### src/aafv_defs.vh
// register offsets, field positions, reset values and timing counts of the format/volume/fault bank
`ifndef AAFV_DEFS_VH
`define AAFV_DEFS_VH
// ****************************************
// register offsets
// ****************************************
`define AAFV_OFS_FMT_RATE     8'h02
`define AAFV_OFS_CLK_OPT      8'h03
`define AAFV_OFS_CH_MAP       8'h04
`define AAFV_OFS_ATTEN        8'h05
`define AAFV_OFS_GAIN_MUTE    8'h06
`define AAFV_OFS_FAULT        8'h07
// ****************************************
// reset values
// ****************************************
`define AAFV_RST_FMT_RATE     8'h02
`define AAFV_RST_CLK_OPT      8'h00
`define AAFV_RST_CH_MAP       8'h00
`define AAFV_RST_ATTEN        8'h40
`define AAFV_RST_GAIN_MUTE    8'h11
`define AAFV_RST_FAULT        8'h0C
// ****************************************
// field positions
// ****************************************
`define AAFV_FMT_SAMPLE_MSB   6
`define AAFV_FMT_SAMPLE_LSB   5
`define AAFV_FMT_FRAME_MSB    4
`define AAFV_FMT_FRAME_LSB    2
`define AAFV_FMT_RATE_MSB     1
`define AAFV_FMT_RATE_LSB     0
`define AAFV_CLK_INT_BIT      7
`define AAFV_CLK_MODE_BIT     6
`define AAFV_CLK_INV_BIT      5
`define AAFV_CLK_ORDER_BIT    4
`define AAFV_CLK_SLOT_MSB     3
`define AAFV_CLK_SLOT_LSB     2
`define AAFV_CLK_EDGE_BIT     1
`define AAFV_CH_MAP_MSB       3
`define AAFV_CH_MAP_LSB       0
`define AAFV_GM_ZMUTE_BIT     7
`define AAFV_GM_GAIN_MSB      5
`define AAFV_GM_GAIN_LSB      4
`define AAFV_GM_MUTE_BIT      0
`define AAFV_FLT_OC_BIT       6
`define AAFV_FLT_OT_BIT       5
`define AAFV_FLT_MAN_BIT      4
`define AAFV_FLT_LIMIT_MSB    3
`define AAFV_FLT_LIMIT_LSB    2
`define AAFV_FLT_POL_MSB      1
`define AAFV_FLT_POL_LSB      0
// ****************************************
// codes and timing counts
// ****************************************
`define AAFV_POLICY_NONE      2'b11
`define AAFV_ATTEN_MUTE       8'hFF
`define AAFV_ZERO_RUN         2048
`define AAFV_RATE_DEFAULT     2'b10
`endif

### src/aafv_regfile.v
// six byte-wide configuration registers with write masks and reset values
`include "aafv_defs.vh"
`default_nettype none
module aafv_regfile #(
	parameter NREG = 6
) (
	// clock and reset
	input  wire             mclk_in,
	input  wire             rst_b_in,
	// write port
	input  wire             wr_in,
	input  wire [2:0]       idx_in,
	input  wire [7:0]       wdata_in,
	// read port, registered
	input  wire [2:0]       ridx_in,
	output reg  [7:0]       rdata_out,
	// flat register image
	output wire [8*NREG-1:0] image_out
);
	// ****************************************
	// storage
	// ****************************************
	reg [7:0] mem_q [0:NREG-1];

	// reset value and writable-bit mask per index
	function [15:0] rst_mask;
		input [2:0] i;
		begin
			case (i)
				3'h0: rst_mask = {`AAFV_RST_FMT_RATE, 8'h7F};
				3'h1: rst_mask = {`AAFV_RST_CLK_OPT, 8'hFE};
				3'h2: rst_mask = {`AAFV_RST_CH_MAP, 8'h0F};
				3'h3: rst_mask = {`AAFV_RST_ATTEN, 8'hFF};
				3'h4: rst_mask = {`AAFV_RST_GAIN_MUTE, 8'hB1};
				3'h5: rst_mask = {`AAFV_RST_FAULT, 8'h0F}; // status and trigger bits never stored
				default: rst_mask = 16'h0000;
			endcase
		end
	endfunction

	genvar g;
	generate
		for (g = 0; g < NREG; g = g + 1) begin : g_reg
			localparam [2:0] GI = g;
			localparam [15:0] RM = rst_mask(GI);
			// reserved bits stay zero because the mask keeps them out
			always @(posedge mclk_in or negedge rst_b_in) begin
				if (!rst_b_in) begin
					mem_q[g] <= RM[15:8];
				end else if (wr_in && idx_in == GI) begin
					mem_q[g] <= wdata_in & RM[7:0];
				end
			end
			assign image_out[8*g+7:8*g] = mem_q[g];
		end
	endgenerate

	// read data from a register
	always @(posedge mclk_in or negedge rst_b_in) begin
		if (!rst_b_in) begin
			rdata_out <= 8'h00;
		end else if (ridx_in < NREG) begin
			rdata_out <= mem_q[ridx_in];
		end else begin
			rdata_out <= 8'h00;
		end
	end
endmodule
`default_nettype wire

### src/aafv_top.v
// format, volume, gain and fault register bank with automute and recovery sequencing
// Overview of operation
// sample format field bits 6:5 picks I2S, left, right 24 or right 16.
// frame structure field bits 4:2 picks stereo, TDM2/4/8/16 or mono PCM.
// internal bit clock bit set means derive bit clock internally, ignore the pin.
// TDM frame clock mode picks 50% or pulse; invert bit flips its sense.
// bit order 0 means msb first, 1 means lsb first.
// slot width field gives 32, 24 or 16 bit clocks per slot.
// edge select 0 means rising edge, 1 means falling edge.
// channel map field picks input slot 0 to 15 for the output.
// software maps only to slots the chosen frame structure provides.
// attenuation code 0x00 is +24 dB, 0.375 dB steps, 0xFF mutes.
// automute, active when control bit is 0, mutes after 2048 zero samples.
// modulator gain field bits 5:4 picks 2, 3.6, 4.2 or 5 V setting.
// master mute soft-mutes both channels and resets set.
// writing 1 to manual recovery triggers one attempt only when policy is 11.
// retry limit allows 1, 3, 7 or unlimited automatic attempts.
// policy field enables auto recovery for both, thermal, overcurrent or none.
// with auto rate detect off, the rate band comes from the rate field.
// fault flags read live condition; writes to them do nothing.
// software avoids reserved codes in format, rate and slot width fields.
`include "aafv_defs.vh"
`default_nettype none
module aafv_top #(
	// zero samples in a row before automute; shortened in simulation
	parameter ZERO_RUN = `AAFV_ZERO_RUN
) (
	// clock and reset
	input  wire       mclk_in,
	input  wire       rst_b_in,
	// register access from the control port
	input  wire       reg_wr_in,
	input  wire       reg_rd_in,
	input  wire [7:0] reg_addr_in,
	input  wire [7:0] reg_wdata_in,
	output reg  [7:0] reg_rdata_out,
	output reg        reg_ack_out,
	// neighbouring control from the system register
	input  wire       auto_rate_detect_in,
	input  wire [1:0] detected_rate_in,
	// audio sample flow and fault pins
	input  wire       sample_strobe_in,
	input  wire       sample_zero_in,
	input  wire       overcurrent_pin_in,
	input  wire       thermal_pin_in,
	// datapath configuration
	output reg  [1:0] sample_format_sel_out,
	output reg  [2:0] frame_structure_sel_out,
	output reg  [1:0] rate_band_sel_out,
	output reg        internal_bit_clock_en_out,
	output reg        frame_clock_pulse_out,
	output reg        frame_clock_invert_out,
	output reg        bit_order_sel_out,
	output reg  [5:0] slot_bits_out,
	output reg        falling_edge_sel_out,
	output reg  [3:0] channel_map_field_out,
	output reg  [7:0] attenuation_code_out,
	output reg  [1:0] modulator_gain_sel_out,
	output reg        output_mute_out,
	// recovery
	output reg        recovery_pulse_out
);
	// ****************************************
	// input synchronisers
	// ****************************************
	reg  [1:0] oc_meta_q;
	reg  [1:0] ot_meta_q;
	// fault pins come from the power stage unclocked; two flops before any use
	always @(posedge mclk_in or negedge rst_b_in) begin
		if (!rst_b_in) begin
			oc_meta_q <= 2'b00;
			ot_meta_q <= 2'b00;
		end else begin
			oc_meta_q <= {oc_meta_q[0], overcurrent_pin_in};
			ot_meta_q <= {ot_meta_q[0], thermal_pin_in};
		end
	end
	wire overcurrent_flag   = oc_meta_q[1];
	wire thermal_fault_flag = ot_meta_q[1];

	// ****************************************
	// address decode and register file
	// ****************************************
	// offset to register index; bit 3 marks a hit in this bank
	function [3:0] decode;
		input [7:0] a;
		begin
			if (a >= `AAFV_OFS_FMT_RATE && a <= `AAFV_OFS_FAULT) begin
				decode = {1'b1, a[2:0] - 3'd2};
			end else begin
				decode = 4'h0;
			end
		end
	endfunction

	wire [3:0]  wdec = decode(reg_addr_in);
	wire [47:0] image;
	wire        wr_hit = reg_wr_in & wdec[3];

	// write mask inside the register file keeps reserved and read-only bits at zero
	aafv_regfile #(
		.NREG(6)
	) u_regfile (
		.mclk_in   (mclk_in),
		.rst_b_in  (rst_b_in),
		.wr_in     (wr_hit),
		.idx_in    (wdec[2:0]),
		.wdata_in  (reg_wdata_in),
		.ridx_in   (wdec[3] ? wdec[2:0] : 3'd7),
		.rdata_out (),
		.image_out (image)
	);

	wire [7:0] fmt_r   = image[7:0];
	wire [7:0] clk_r   = image[15:8];
	wire [7:0] chm_r   = image[23:16];
	wire [7:0] att_r   = image[31:24];
	wire [7:0] gm_r    = image[39:32];
	wire [7:0] flt_r   = image[47:40];
	// recovery fields used by the sequencer below
	wire [1:0] policy  = flt_r[`AAFV_FLT_POL_MSB:`AAFV_FLT_POL_LSB];
	wire [1:0] limit   = flt_r[`AAFV_FLT_LIMIT_MSB:`AAFV_FLT_LIMIT_LSB];

	// read answer registered at the strobe edge, so it stands the cycle ack does
	// unmapped offsets answer zero; the fault register shows the live flags
	always @(posedge mclk_in or negedge rst_b_in) begin
		if (!rst_b_in) begin
			reg_rdata_out <= 8'h00;
		end else if (!wdec[3]) begin
			reg_rdata_out <= 8'h00;
		end else begin
			reg_rdata_out <= image[8*wdec[2:0] +: 8];
			// flags overlaid live, trigger bit reads zero
			if (reg_addr_in == `AAFV_OFS_FAULT) begin
				reg_rdata_out[`AAFV_FLT_OC_BIT] <= overcurrent_flag;
				reg_rdata_out[`AAFV_FLT_OT_BIT] <= thermal_fault_flag;
			end
		end
	end
	// ack pulses for writes and reads alike
	// unmapped offsets still acked so the control port never stalls
	always @(posedge mclk_in or negedge rst_b_in) begin
		if (!rst_b_in) begin
			reg_ack_out <= 1'b0;
		end else begin
			reg_ack_out <= reg_wr_in | reg_rd_in;
		end
	end

	// ****************************************
	// format and clock decode
	// ****************************************
	function [5:0] slot_len;
		input [1:0] code;
		begin
			case (code)
				2'b00: slot_len = 6'd32;
				2'b01: slot_len = 6'd24;
				2'b10: slot_len = 6'd16;
				default: slot_len = 6'd32; // reserved code, kept harmless
			endcase
		end
	endfunction

	// every field lands in its own output flop, two cycles after the write strobe
	always @(posedge mclk_in or negedge rst_b_in) begin
		if (!rst_b_in) begin
			sample_format_sel_out     <= 2'b00;
			frame_structure_sel_out   <= 3'b000;
			rate_band_sel_out         <= `AAFV_RATE_DEFAULT;
			internal_bit_clock_en_out <= 1'b0;
			frame_clock_pulse_out     <= 1'b0;
			frame_clock_invert_out    <= 1'b0;
			bit_order_sel_out         <= 1'b0;
			slot_bits_out             <= 6'd32;
			falling_edge_sel_out      <= 1'b0;
			channel_map_field_out     <= 4'h0;
			modulator_gain_sel_out    <= 2'b01;
		end else begin
			sample_format_sel_out     <= fmt_r[`AAFV_FMT_SAMPLE_MSB:`AAFV_FMT_SAMPLE_LSB];
			frame_structure_sel_out   <= fmt_r[`AAFV_FMT_FRAME_MSB:`AAFV_FMT_FRAME_LSB];
			rate_band_sel_out         <= auto_rate_detect_in ? detected_rate_in
				: fmt_r[`AAFV_FMT_RATE_MSB:`AAFV_FMT_RATE_LSB];
			internal_bit_clock_en_out <= clk_r[`AAFV_CLK_INT_BIT];
			// pulse mode only means something in TDM frames
			frame_clock_pulse_out     <= clk_r[`AAFV_CLK_MODE_BIT]
				& (fmt_r[`AAFV_FMT_FRAME_MSB:`AAFV_FMT_FRAME_LSB] != 3'b000);
			frame_clock_invert_out    <= clk_r[`AAFV_CLK_INV_BIT];
			bit_order_sel_out         <= clk_r[`AAFV_CLK_ORDER_BIT];
			slot_bits_out             <= slot_len(clk_r[`AAFV_CLK_SLOT_MSB:`AAFV_CLK_SLOT_LSB]);
			falling_edge_sel_out      <= clk_r[`AAFV_CLK_EDGE_BIT];
			// no range clamp: software keeps the slot inside the frame
			channel_map_field_out     <= chm_r[`AAFV_CH_MAP_MSB:`AAFV_CH_MAP_LSB];
			modulator_gain_sel_out    <= gm_r[`AAFV_GM_GAIN_MSB:`AAFV_GM_GAIN_LSB];
		end
	end

	// ****************************************
	// automute and volume
	// ****************************************
	reg [11:0] zero_run_q;
	reg        zero_muted_q;
	wire       zero_run_ctl = gm_r[`AAFV_GM_ZMUTE_BIT]; // 0 means automute active
	// counter saturates; any nonzero sample ends the run at once
	// limitation: counts strobes, so a stalled sample stream never mutes
	always @(posedge mclk_in or negedge rst_b_in) begin
		if (!rst_b_in) begin
			zero_run_q   <= 12'h000;
			zero_muted_q <= 1'b0;
		end else if (zero_run_ctl) begin
			zero_run_q   <= 12'h000;
			zero_muted_q <= 1'b0;
		end else if (sample_strobe_in) begin
			if (!sample_zero_in) begin
				zero_run_q   <= 12'h000;
				zero_muted_q <= 1'b0;
			end else if (zero_run_q == ZERO_RUN[11:0] - 12'h001) begin
				zero_muted_q <= 1'b1;
			end else begin
				zero_run_q <= zero_run_q + 12'h001;
			end
		end
	end

	// code passes to the gain stage; all ones also forces mute
	always @(posedge mclk_in or negedge rst_b_in) begin
		if (!rst_b_in) begin
			attenuation_code_out <= `AAFV_RST_ATTEN;
			output_mute_out      <= 1'b1;
		end else begin
			attenuation_code_out <= att_r;
			output_mute_out      <= gm_r[`AAFV_GM_MUTE_BIT] | zero_muted_q
				| (att_r == `AAFV_ATTEN_MUTE);
		end
	end

	// ****************************************
	// fault recovery sequencing
	// ****************************************
	// recovery sequencer: a pulse, a one-cycle pause, then a recheck
	localparam ST_IDLE  = 2'd0;
	localparam ST_FAULT = 2'd1;
	localparam ST_DONE  = 2'd2;

	reg [1:0] state_q;
	reg [2:0] tries_q;
	wire      fault_any = overcurrent_flag | thermal_fault_flag;
	// automatic recovery allowed for every fault type present
	wire      auto_ok   = (!overcurrent_flag | ~policy[0]) & (!thermal_fault_flag | ~policy[1]);
	wire      man_req   = wr_hit && wdec[2:0] == 3'd5 && reg_wdata_in[`AAFV_FLT_MAN_BIT]
		&& policy == `AAFV_POLICY_NONE;
	// attempts allowed per retry limit code; unlimited is handled apart
	function [2:0] retry_cap;
		input [1:0] code;
		begin
			case (code)
				2'b00: retry_cap = 3'd1;
				2'b01: retry_cap = 3'd3;
				2'b10: retry_cap = 3'd7;
				default: retry_cap = 3'd7; // unlimited, budget check bypassed
			endcase
		end
	endfunction

	// retry budget: 1, 3, 7 or unlimited
	wire      budget_ok = (limit == 2'b11) || (tries_q < retry_cap(limit));

	always @(posedge mclk_in or negedge rst_b_in) begin
		if (!rst_b_in) begin
			state_q            <= ST_IDLE;
			tries_q            <= 3'd0;
			recovery_pulse_out <= 1'b0;
		end else begin
			recovery_pulse_out <= 1'b0;
			case (state_q)
				ST_IDLE: begin
					// budget refills only once every fault has cleared
					tries_q <= 3'd0;
					if (fault_any) begin
						state_q <= ST_FAULT;
					end
				end
				ST_FAULT: begin
					if (!fault_any) begin
						state_q <= ST_IDLE;
					end else if (man_req) begin
						// a manual request never spends the automatic budget
						recovery_pulse_out <= 1'b1;
					end else if (policy != `AAFV_POLICY_NONE && auto_ok && budget_ok) begin
						recovery_pulse_out <= 1'b1;
						tries_q            <= tries_q + 3'd1;
						state_q            <= ST_DONE;
					end
				end
				ST_DONE: begin
					// one cycle for the power stage to react before rechecking
					state_q <= ST_FAULT;
				end
				default: state_q <= ST_IDLE;
			endcase
		end
	end
endmodule
`default_nettype wire

### config.mk
export PLATFORM = sky130hd
export DESIGN_NAME = aafv_top
export DESIGN_NICKNAME = d
export VERILOG_FILES = /design/src/aafv_regfile.v /design/src/aafv_top.v
export VERILOG_INCLUDE_DIRS = /design/src
export SDC_FILE = /design/constraint.sdc
export NUM_CORES = 1
export LEC_CHECK = 0
export BUFFER_PORTS_ARGS = -buffer_cell sky130_fd_sc_hd__buf_2
export CORE_ASPECT_RATIO = 1.75
export CORE_MARGIN = 10
export CORE_UTILIZATION = 40
export CTS_CLUSTER_DIAMETER = 60
export CTS_CLUSTER_SIZE = 30
export DETAILED_ROUTE_END_ITERATION = 10
export SLEW_MARGIN = 20
export SYNTH_ARGS = -nofsm -noshare
export SYNTH_HDL_FRONTEND = slang
export SYNTH_SLANG_ARGS = --single-unit
### constraint.sdc
create_clock -name mclk_in -period 2.6 [get_ports mclk_in]
set_input_delay 0.26 -clock mclk_in [delete_from_list [all_inputs] [get_ports mclk_in]]
set_output_delay 0.26 -clock mclk_in [all_outputs]
set_load 0.005 [all_outputs]
==> impl_metrics.toml <==
[grt]
use_met2 = 0.248
use_met1 = 0.136
gr-total-overflow = 0
grt_usage = 0.138
grt_pass1_vias = 2885
grt_pass1_wl_mm = 15.4
grt_start_max_net_pins = 55
grt_use_met3 = 0.0434
antenna_found_initial = 1
busiest_layer = "met2"

[synthesis]
synth_seq_cells = 96
synth_area_sq_mm = 0.00402
synth_seq_area_share = 0.600
async_flop_share = 1.00
syn_avg_cell_area_sq_um = 12.8
ys.flop_type = "dfrtp_1"
syn_inst = 315
synth_edf_count = 0
yosysUniqueCellTypes = 52
yosys_warnings = 0

[sta]
maxSlewViolCount = 0
fin_skew_ps = 5.83
hold_viol_final = 0
finalSetupViolations = 0
fmax_mhz = 472
setup_tns_ps = 0
rsz0062_at_grt = "false"
worst_pin_slew_ps = 726
post-route-period-util = 0.814
relSlewSlack = 0.516
period_needed_ps = 2120

[worst_setup_path]
critPathMaxFanout = 8
startpoint = "u_regfile.image_out[43]"
worstSetupEndpointType = "flop"
worstSetupPathType = "reg2reg"
crit_chain = "nor2_1 -> ha_1 -> a211o_1 -> a211o_1 -> or4_1 -> nand3_1"
required_ps = 2880
crit_top_cell = "a211o_1"
arrival_ps = 2400
start_kind = "flop"
cpPeakStageDelay_ps = 560
rr_startpoint = "u_regfile.image_out[43]"
worst_path_max_delay_cell = "dfstp_2"
cp_top_family = "compound AO/OA/AOI/OAI gates"
cp_num_buf_inv = 0

[power_and_ir_drop]
leakage_nw = 2.34
peakVddDrop_v = 0.000397
power_density_mw_per_mm2 = 692

[clock_tree]
ctsResizeCount = 0
postCtsSetupRepairBufs = 0
clockBufferDepth = 2
cts-root-buf = "clkbuf_16"
cts_sinks = 96
path_clk_slew_ps = 70
cts-buffers-inserted = 9
clk-insertion-delay-late_ps = 350
cts_tree = "yes"
htree_levels = 3

[floorplanning]
die_y_um = 153
pin_count = 70
start_util = 0.409
chipWidth_um = 95.8
dieArea_sq_mm = 0.0146
rows = 48
core_sq_mm = 0.00985

[drt]
viasPerCell = 5.43
antenna_left = 0
drt-initial-drc-count = 124
drc = 0
dr.pass1.iters = 4
avgRoutedWirePerCell_um = 18.9
routed_wl_mm = 9.66
vias = 2781

[run_status]
status = "finished, final reports clean"

[place]
dpl.hpwl_mm = 7.30
io_buffer_count = 66
gp_congestion = 0.853

[cells_and_area]
final_nets = 413
areaGrowthSynthToFinish_pct = 18.7
final_core_util = 0.485
drive_above_1_share = 0.365

[worst_hold_path]
hp-class = "in2reg"
worstHoldStart = "overcurrent_pin_in"

[run]
max_cap_viol_count = 0
==> placed cells by master (no fill, tap or decap), types with 3 or more instances in the layout <==
cell,Yosys,final
o31ai_1,7,7
buf_2,3,65
a21o_1,4,4
nand2_1,13,13
or3_1,3,3
clkbuf_16,0,9
mux2_2,39,39
nand3_1,8,8
o211ai_1,3,3
and4_1,3,3
and3b_1,3,3
nor2_1,19,19
clkinvlp_4,0,3
ha_1,5,5
nor3_1,5,5
dfstp_2,11,11
inv_1,8,8
nand2b_1,4,4
or4_1,6,6
conb_1,1,3
a22o_1,5,5
dfrtp_1,85,85
nor2b_1,3,3
nand4_1,5,5
a21oi_1,16,16
o21ai_0,8,8
==> worst reg2reg max path, cell delays in order (launching register included) <==
cell and delay (ps):
dfstp_2 560, nor2_1 60, ha_1 260, a211o_1 270, a211o_1 390, or4_1 420
nand3_1 100
==> synthesized netlist by cell type, drive strengths merged (2+ instances only) <==
cell type,number,share of area
o31ai,7,0.013
nor3,7,0.014
ha,5,0.016
and3b,3,0.0065
nor4,2,0.0084
o311ai,2,0.0044
a2bb2oi,2,0.0044
dfrtp,85,0.53
a21oi,16,0.020
nor2,19,0.018
mux2i,2,0.0050
o21ai,8,0.010
buf,8,0.012
o221ai,2,0.0044
inv,8,0.0075
nor2b,3,0.0047
a22oi,2,0.0037
or3,3,0.0047
o2111ai,2,0.0044
a22o,5,0.011
a21o,4,0.0075
a211o,2,0.0044
o211ai,3,0.0056
nand2b,5,0.0084
nand4,5,0.0078
nand3,8,0.010
o31a,2,0.0044
clkbuf,8,0.0075
and4,3,0.0065
dfstp,11,0.072
a222oi,2,0.0050
mux2,39,0.11
nand2,13,0.012
or4,6,0.011
==> where the power goes <==
part / total (mW) / leakage, nW / switching (mW) / internal, mW
sequential: 1.67 / 1.27 / 0.0807 / 1.59
combinational: 0.332 / 0.934 / 0.188 / 0.145
clock: 1.31 / 0.138 / 0.562 / 0.744
==> state kept, by name, indices dropped and copies added, names as in the netlist, 2 cells and up <==
| signal | cells |
|---|---|
| zero_run_q | 12 |
| slot_bits_out | 3 |
| rate_band_sel_out | 2 |
| ot_meta_q | 2 |
| sample_format_sel_out | 2 |
| state_q | 2 |
| attenuation_code_out | 8 |
| modulator_gain_sel_out | 2 |
| tries_q | 3 |
| reg_rdata_out | 8 |
| channel_map_field_out | 4 |
| oc_meta_q | 2 |
| frame_structure_sel_out | 3 |
| u_regfile.image_out | 34 |
==> layer usage <==
layer / vias up / routed length (um)
met2: 70 / 5410
li1: 1299 / -
met5: - / 0
met3: 17 / 539
met1: 1395 / 3430
met4: 0 / 282
==> per-stage QoR <==
step           power [mW]  cells  hold slack, ps  worst slack, ps  instance area [sq um]
3_3_place_gp         2.02    494             335              472                   4470
4_1_cts              3.35    511            3.79              479                   4780
5_1_grt              3.46    512            10.8              410                   4780
6_report             3.31    512            12.6              483                   4780
3_5_place_dp         2.03    494             336              428                   4470
2_1_floorplan        1.87    317           -35.6              595                   4030
==> final cells by class <==
class | instances | area (sq um)
inverter | 8 | 30.0
fill | 905 | 5070
timing repair buffer | 69 | 370
antenna | 1 | 2.50
tap | 125 | 156
clock buffer | 9 | 225
sequential | 96 | 2420
clock inverter | 7 | 71.3
multi-input combinational | 197 | 1510
==> final timing paths <==
path                                        end  slack, ps  cells after the start
min                                oc_meta_q[0]         10                      1
min reg2reg                        ot_meta_q[1]        350                      0
max reg2reg                          tries_q[2]        480                      6
max                                  tries_q[2]        480                      6
max in group asynchronous  rate_band_sel_out[1]       1360                      3
min in group asynchronous            tries_q[0]        500                      2
==> cells by family after synthesis <==
logic type,after synthesis,synth area share
buf+inv,24,0.0271
flops,96,0.600
other cells,1,0.000932
mux,41,0.114
simple gates,82,0.125
fa+ha+maj,5,0.0155
compound gates,66,0.117
==> timing repair <==
action | CTS | global route
setup endpoints to repair | 0 | 0
endpoints found under the hold margin | 17 | 0
hold buffers | 1 | 0
Note: power is estimated with default switching activity, not from simulation.
